==> src/hdl/pcm_pkg.sv <==
// constants for the counter-array mode and pwm configuration block
package pcm_pkg;
    localparam int NUM_MODULES = 6;
    localparam logic [7:0] ADDR_PWM_CFG = 8'hd9;
    localparam logic [7:0] ADDR_MODE0 = 8'hda;
    localparam logic [7:0] ADDR_MODE1 = 8'hdb;
    localparam logic [7:0] ADDR_MODE2 = 8'hdc;
    localparam logic [7:0] ADDR_MODE3 = 8'hdd;
    localparam logic [7:0] ADDR_MODE4 = 8'hde;
    localparam logic [7:0] ADDR_MODE5 = 8'hdf;
    localparam logic [7:0] RESET_PWM_CFG = 8'h00;
    localparam logic [7:0] RESET_MODE = 8'h00;
    localparam logic [7:0] PWM_CFG_WRITE_MASK = 8'he3;
    // pwm config fields
    localparam int BIT_RELOAD_SEL = 7;
    localparam int BIT_WRAP_IRQ_EN = 6;
    localparam int BIT_WRAP_FLAG = 5;
    localparam int BIT_CLSEL_HI = 1;
    localparam int BIT_CLSEL_LO = 0;
    // mode register fields
    localparam int BIT_WIDE_PWM = 7;
    localparam int BIT_COMPARE = 6;
    localparam int BIT_RISE_CAP = 5;
    localparam int BIT_FALL_CAP = 4;
    localparam int BIT_MATCH = 3;
    localparam int BIT_TOGGLE = 2;
    localparam int BIT_PWM = 1;
    localparam int BIT_EVT_IRQ = 0;
    localparam int WATCHDOG_MODULE = 5;
    localparam logic [1:0] CLSEL_8 = 2'h0;
    localparam logic [1:0] CLSEL_9 = 2'h1;
    localparam logic [1:0] CLSEL_10 = 2'h2;
    localparam logic [1:0] CLSEL_11 = 2'h3;
    typedef enum logic [2:0] {
        PCM_OFF = 3'b000,
        PCM_CAPTURE = 3'b001,
        PCM_SOFT_TIMER = 3'b010,
        PCM_TOGGLE = 3'b011,
        PCM_PWM_NARROW = 3'b100,
        PCM_PWM_WIDE = 3'b101,
        PCM_FREQ_OUT = 3'b110
    } pcm_mode_t;
endpackage

==> src/hdl/pcm_mode_config.sv <==
// mode and pwm configuration registers of the counter array
`timescale 1ns/1ps
`default_nettype none
module pcm_mode_config #(
    parameter int NUM_MODULES = pcm_pkg::NUM_MODULES
) (
    input wire logic core_clk,
    input wire logic reset_n,
    input wire logic clkEn,
    input wire logic [7:0] sfrAddr,
    input wire logic sfrWrite,
    input wire logic [7:0] sfrWdata,
    input wire logic sfrRead,
    output logic [7:0] sfrRdata,
    output logic sfrHit,
    input wire logic [NUM_MODULES-1:0] compareLowWrite,
    input wire logic [15:0] arrayCounter,
    input wire logic [NUM_MODULES-1:0] compareMatch,
    input wire logic [NUM_MODULES-1:0] moduleEventFlag,
    input wire logic [NUM_MODULES-1:0] captureInputPin,
    input wire logic watchdogEnableBit,
    output logic reloadBankSelect,
    output logic [1:0] cycleLengthSel,
    output logic [NUM_MODULES-1:0] useReloadBank,
    output logic [NUM_MODULES-1:0] pwmWide,
    output logic [NUM_MODULES-1:0] compareActive,
    output logic [NUM_MODULES-1:0] riseCaptureEvent,
    output logic [NUM_MODULES-1:0] fallCaptureEvent,
    output logic [NUM_MODULES-1:0] matchFlagSet,
    output logic [NUM_MODULES-1:0] toggleOnMatch,
    output logic [NUM_MODULES-1:0] pwmOutputActive,
    output logic [NUM_MODULES-1:0] freqOutputMode,
    output logic [NUM_MODULES-1:0] moduleOutputPin,
    output logic [NUM_MODULES*3-1:0] moduleModeCode,
    output logic cycleWrapFlag,
    output logic arrayIrq
);
    typedef struct packed {
        logic [7:0] pwmCfg;
        logic [NUM_MODULES-1:0][7:0] mode;
        logic [NUM_MODULES-1:0] pinLevel;
        logic [NUM_MODULES-1:0] pinSync1;
        logic [NUM_MODULES-1:0] pinSync2;
        logic [NUM_MODULES-1:0] pinPrev;
        logic [7:0] rdata;
    } pcm_cfg_state_t;

    pcm_cfg_state_t state_reg;
    pcm_cfg_state_t state_next;
    logic wrapPulse;
    logic cfgHit;
    logic [NUM_MODULES-1:0] modeHit;
    logic [NUM_MODULES-1:0] capReady;
    logic [NUM_MODULES-1:0] liveMatch;

    pcm_wrap_detect u_wrap (
        .core_clk(core_clk),
        .reset_n(reset_n),
        .clkEn(clkEn),
        .counterValue(arrayCounter),
        .cycleLengthSel(cycleLengthSel),
        .wrapPulse(wrapPulse)
    );

    assign cfgHit = (sfrAddr == pcm_pkg::ADDR_PWM_CFG);
    assign sfrHit = cfgHit || (|modeHit);
    assign sfrRdata = state_reg.rdata;
    assign reloadBankSelect = state_reg.pwmCfg[pcm_pkg::BIT_RELOAD_SEL];
    assign cycleLengthSel = state_reg.pwmCfg[pcm_pkg::BIT_CLSEL_HI:pcm_pkg::BIT_CLSEL_LO];
    assign cycleWrapFlag = state_reg.pwmCfg[pcm_pkg::BIT_WRAP_FLAG];

    // module event flags live elsewhere; masking happens here
    always_comb begin
        arrayIrq = state_reg.pwmCfg[pcm_pkg::BIT_WRAP_IRQ_EN] && cycleWrapFlag;
        for (int k = 0; k < NUM_MODULES; k++) begin
            if (state_reg.mode[k][pcm_pkg::BIT_EVT_IRQ] && moduleEventFlag[k]) begin
                arrayIrq = 1'b1;
            end
        end
    end

    genvar m;
    generate
        for (m = 0; m < NUM_MODULES; m++) begin : g_mod
            logic [7:0] md;
            logic pwmOn;
            logic togOn;
            logic [2:0] code;
            assign md = state_reg.mode[m];
            assign modeHit[m] = (sfrAddr == pcm_pkg::ADDR_MODE0 + 8'(m));
            assign pwmOn = md[pcm_pkg::BIT_PWM];
            assign togOn = md[pcm_pkg::BIT_TOGGLE];
            assign pwmWide[m] = pwmOn && md[pcm_pkg::BIT_WIDE_PWM];
            // narrow pwm alone consumes the reload registers
            assign useReloadBank[m] = pwmOn && !md[pcm_pkg::BIT_WIDE_PWM] && !togOn;
            assign compareActive[m] = md[pcm_pkg::BIT_COMPARE];
            // comparator off: raw equality pulses must not reach flag or pin
            assign liveMatch[m] = compareMatch[m] && md[pcm_pkg::BIT_COMPARE];
            assign capReady[m] = state_reg.pinPrev[m] != state_reg.pinSync2[m];
            assign riseCaptureEvent[m] = clkEn && capReady[m] && state_reg.pinSync2[m]
                && md[pcm_pkg::BIT_RISE_CAP];
            assign fallCaptureEvent[m] = clkEn && capReady[m] && !state_reg.pinSync2[m]
                && md[pcm_pkg::BIT_FALL_CAP];
            assign matchFlagSet[m] = clkEn && liveMatch[m]
                && md[pcm_pkg::BIT_MATCH];
            assign freqOutputMode[m] = togOn && pwmOn;
            assign toggleOnMatch[m] = togOn && !pwmOn;
            assign pwmOutputActive[m] = pwmOn && !togOn;
            assign moduleOutputPin[m] = state_reg.pinLevel[m];
            // local code keeps each slice of the packed output to one driver
            always_comb begin
                if (freqOutputMode[m]) begin
                    code = pcm_pkg::PCM_FREQ_OUT;
                end else if (pwmWide[m]) begin
                    code = pcm_pkg::PCM_PWM_WIDE;
                end else if (pwmOn) begin
                    code = pcm_pkg::PCM_PWM_NARROW;
                end else if (togOn) begin
                    code = pcm_pkg::PCM_TOGGLE;
                end else if (md[pcm_pkg::BIT_MATCH]) begin
                    code = pcm_pkg::PCM_SOFT_TIMER;
                end else if (md[pcm_pkg::BIT_RISE_CAP] || md[pcm_pkg::BIT_FALL_CAP]) begin
                    code = pcm_pkg::PCM_CAPTURE;
                end else begin
                    code = pcm_pkg::PCM_OFF;
                end
            end
            assign moduleModeCode[m*3 +: 3] = code;
        end
    endgenerate

    always_comb begin
        state_next = state_reg;
        state_next.pinSync1 = captureInputPin;
        state_next.pinSync2 = state_reg.pinSync1;
        state_next.pinPrev = state_reg.pinSync2;
        // register writes
        if (sfrWrite && cfgHit) begin
            state_next.pwmCfg = sfrWdata & pcm_pkg::PWM_CFG_WRITE_MASK;
        end
        // hardware set wins over a software clear in the same cycle
        if (wrapPulse) begin
            state_next.pwmCfg[pcm_pkg::BIT_WRAP_FLAG] = 1'b1;
        end
        for (int k = 0; k < NUM_MODULES; k++) begin
            if (sfrWrite && modeHit[k]
                && !(k == pcm_pkg::WATCHDOG_MODULE && watchdogEnableBit)) begin
                state_next.mode[k] = sfrWdata;
            end
            if (compareLowWrite[k]) begin
                state_next.mode[k][pcm_pkg::BIT_COMPARE] = 1'b0;
            end
            // pin follows match in toggle and frequency modes
            if (liveMatch[k] && state_reg.mode[k][pcm_pkg::BIT_TOGGLE]) begin
                state_next.pinLevel[k] = !state_reg.pinLevel[k];
            end else if (pwmOutputActive[k]) begin
                // pin low until match, high from match to cycle end
                if (liveMatch[k]) begin
                    state_next.pinLevel[k] = 1'b1;
                end else if (wrapPulse && !pwmWide[k]) begin
                    state_next.pinLevel[k] = 1'b0;
                end else if (pwmWide[k] && arrayCounter == 16'hffff) begin
                    state_next.pinLevel[k] = 1'b0;
                end
            end
        end
        // read data captured from current register contents
        state_next.rdata = 8'h00;
        if (sfrRead && cfgHit) begin
            state_next.rdata = state_reg.pwmCfg & pcm_pkg::PWM_CFG_WRITE_MASK;
        end
        for (int k = 0; k < NUM_MODULES; k++) begin
            if (sfrRead && modeHit[k]) begin
                state_next.rdata = state_reg.mode[k];
            end
        end
    end

    always_ff @(posedge core_clk or negedge reset_n) begin
        if (!reset_n) begin
            state_reg <= '0;
        end else if (clkEn) begin
            state_reg <= state_next;
        end
    end
endmodule
`default_nettype wire

==> src/hdl/pcm_wrap_detect.sv <==
// detects the selected cycle-length wrap of the array counter
`timescale 1ns/1ps
`default_nettype none
module pcm_wrap_detect (
    input wire logic core_clk,
    input wire logic reset_n,
    input wire logic clkEn,
    input wire logic [15:0] counterValue,
    input wire logic [1:0] cycleLengthSel,
    output logic wrapPulse
);
    typedef struct packed {
        logic [15:0] prevCount;
        logic primed;
    } pcm_wrap_state_t;

    pcm_wrap_state_t state_reg;
    pcm_wrap_state_t state_next;
    logic [3:0] topBit;

    always_comb begin
        case (cycleLengthSel)
            pcm_pkg::CLSEL_8: topBit = 4'h7;
            pcm_pkg::CLSEL_9: topBit = 4'h8;
            pcm_pkg::CLSEL_10: topBit = 4'h9;
            default: topBit = 4'ha;
        endcase
    end

    // a wrap is the chosen bit falling from one to zero
    assign wrapPulse = state_reg.primed && clkEn && state_reg.prevCount[topBit]
        && !counterValue[topBit];

    always_comb begin
        state_next = state_reg;
        state_next.prevCount = counterValue;
        state_next.primed = 1'b1;
    end

    always_ff @(posedge core_clk or negedge reset_n) begin
        if (!reset_n) begin
            state_reg <= '0;
        end else if (clkEn) begin
            state_reg <= state_next;
        end
    end
endmodule
`default_nettype wire

==> config.mk <==
export PLATFORM = sky130hd
export DESIGN_NAME = pcm_mode_config
export DESIGN_NICKNAME = d
export VERILOG_FILES = /design/src/hdl/pcm_pkg.sv /design/src/hdl/pcm_mode_config.sv /design/src/hdl/pcm_wrap_detect.sv
export SDC_FILE = /design/constraint.sdc
export NUM_CORES = 1
export LEC_CHECK = 0
export CORE_MARGIN = 2
export CORE_UTILIZATION = 60
export DETAILED_ROUTE_END_ITERATION = 12
export DONT_BUFFER_PORTS = 1
export PLACE_DENSITY = 0.76
export SLEW_MARGIN = 20
export SYNTH_ARGS = -nofsm -noshare
export SYNTH_HDL_FRONTEND = slang
export SYNTH_SLANG_ARGS = --single-unit
==> constraint.sdc <==
create_clock -name core_clk -period 7.3 [get_ports core_clk]
set_input_delay 0.73 -clock core_clk [delete_from_list [all_inputs] [get_ports core_clk]]
set_output_delay 0.73 -clock core_clk [all_outputs]
set_load 0.01 [all_outputs]
==> flow_metrics.tcl <==
set metrics [dict create \
    final_cell_mix "dfrtp_1 (102), mux2_2 (75), nor2_1 (55)" \
    worst_slack_ps 4260 \
    clockBufferDepth 2 \
    largest_reg_flops 48 \
    globalplace.congestion 0.943 \
    coreArea_um2 9330 \
    drv_cap 0 \
    cts_buffers 9 \
    post-dp-hpwl_um 10800 \
    slowest_delay_ps 700 \
    maxSlewViolCount 0 \
    antenna_found_initial 0 \
    cts_root_buffer "clkbuf_8" \
    viasPerCell 6.67 \
    required_ps 7560 \
    hp-class "in -> async" \
    p_leak_nw 2.61 \
    grt_pass1_vias 4186 \
    layout.nets 583 \
    die-area_um2 10500 \
    clk_latency_ps 370 \
    crit_type "reg -> reg" \
    rsz0062_at_grt "no" \
    overflow 0 \
    cts_setup_buffers 0 \
    synthToLayoutAreaGrowth_pct 0.665 \
    grt_pass1_wl_um 22700 \
    port_buffers 0 \
    critPathCaptureType "flip-flop" \
    drc 0 \
    yosysUniqueCellTypes 50 \
    post_drt_wl_per_cell_um 22.8 \
    ant_nets 0 \
    num_rows 35 \
    syn_nets 630 \
    worst_pin_slew_ps 627 \
    synth-edff-count 0 \
    synth-main-ff-cell "dfrtp_1" \
    max_freq_mhz 329 \
    synth_area_um2 5830 \
    htreeDepth 3 \
    path_max_fanout 13 \
    pre_cts_ws_ps 4320 \
    crit_arrival_ps 3300 \
    ys_top_cells_by_area "dfrtp_1 (44%), mux2_2 (14%), nor2_1 (3.5%)" \
    final.setup.tns_ps 0 \
    drtIter0Drc 245 \
    grt_max_degree 103 \
    ys_ff_latch 102 \
    fin_crit_ps 3040 \
    peakVddDrop_v 0.000138 \
    cp-start-kind "flip-flop" \
    setup_viol 0 \
    yosys.area.top_type "dfrtp_1" \
    outcome "complete, no violations" \
    die_h_um 103 \
    start_util_pct 62.5 \
    stdcell_area_um2 5870 \
    cts_hold_buf 0 \
    ioPinCount 154 \
    avgSynthCellArea_um2 10.3 \
    drt_wl_total_um 14800 \
    vias 4347 \
    place_area_um2 5660 \
    async_flop_share_pct 100 \
    clk_pin_slew_ps 100 \
    cp_slowest_cell "dfrtp_1" \
    period_share_pct 41.7 \
    finalPower_mw 1.10 \
    die_w_um 103 \
    grt_util_all_layers_pct 28.6 \
    drive_gt1_share_pct 20.3 \
    clock-skew-final_ps 13.6 \
    yosysTopAreaCellShare_pct 43.8 \
    synth_seq_area_share_pct 43.8 \
    post_cts_resized 0 \
    layout_commonest_cell "dfrtp_1" \
    syn-instance-count 565 \
    num-fill-cells 763 \
    ys_warn_count 0 \
    clock_sinks 102 \
    num_antenna_cells 0 \
    cts_tree "built" \
    relSlewSlack_pct 58.2 \
    cellPowerDensity_nw_per_um2 187 \
    path_cells "inv_1, ha_1, nor2_2, mux2_1, a221oi_2, o22ai_1, a221o_1" \
    drt_pass1_iterations 5 \
    finalHoldViolCount 0 \
]
-- critical path: cells and delay by family (launching register included) --
| family | cells | cell delay, ps |
|---|---|---|
| compound gates | 3 | 1080 |
| flops | 1 | 700 |
| fa+ha+maj | 1 | 350 |
| simple gates | 1 | 260 |
| mux | 1 | 370 |
| buf+inv | 1 | 170 |
-- power by group --
group,internal [mW],switching (mW),leakage (nW)
registers,0.598,0.0344,1.31
clock network,0.170,0.198,0.103
logic,0.0552,0.0412,1.20
-- cell type report --
type                    instances  area, um2  area share, %
well taps                     129        161           2.75
flip-flops and latches        102       2550           43.5
clock inverters                 6       68.8           1.17
multi-input cells             382       2860           48.8
clock buffers                  10        138           2.34
inverters                      23       86.3           1.47
-- cells by family after synthesis --
family | count (synthesis) | synth area share (%)
mux | 112 | 22.3
buf+inv | 81 | 7.12
flops | 102 | 43.8
compound gates | 99 | 11.0
simple gates | 168 | 15.2
fa+ha+maj | 3 | 0.644
-- synth_stat cells (2+ instances only) --
library cell  number
or2_2              2
o22ai_1           11
nor3_1             6
o32ai_1            6
a31oi_1           12
nand4_1           13
and2_1             8
buf_2              4
o21ai_0           23
clkbuf_1          21
and4b_1           14
inv_1             23
a21o_1             6
buf_1              6
mux2_1            14
nor2_2             2
a21oi_1           10
mux2i_1           17
o211ai_1           9
nand3_1            9
o21ai_1            8
mux4_2             5
nand2_1           39
buf_4             25
ha_1               3
mux2_2            75
nor2b_1           10
a22oi_1            6
nor2_1            55
nand3b_1           2
dfrtp_1          102
-- routing by layer --
layer / global-route usage [%] / share of wire (%) / up-vias
li1: - / - / 1921
met1: 37.7 / 41 / 2192
met2: 44.8 / 47 / 206
met3: 9.15 / 9.4 / 28
met4: 9.95 / 2.6 / 0
met5: 0 / 0 / -
-- stage by stage --
stage,utilization [%],cells,hold slack [ps]
finish,62.9,652,35.0
global route,62.9,652,18.6
CTS,62.9,652,30.2
detailed placement,60.7,636,436
global placement,60.7,636,436
floorplan,-,565,428
-- final timing paths --
path / startpoint / end / slack, ps / depth (start not counted)
hold reg to reg: u_wrap.state_reg[0]$_DFFE_PN0P_ / u_wrap.state_reg[0]$_DFFE_PN0P_ / 480 / 1
max in group asynchronous: reset_n / cycleLengthSel[0]$_DFFE_PN0P_ / 7050 / 0
min in group core_clk: compareLowWrite[3] / g_mod[3].md[6]$_DFFE_PN0P_ / 440 / 1
hold / removal: reset_n / sfrRdata[1]$_DFFE_PN0P_ / 40 / 0
setup / recovery: cycleLengthSel[0]$_DFFE_PN0P_ / cycleWrapFlag$_DFFE_PN0P_ / 4260 / 7
setup reg to reg: cycleLengthSel[0]$_DFFE_PN0P_ / cycleWrapFlag$_DFFE_PN0P_ / 4260 / 7
(Power assumes the default switching activity.)
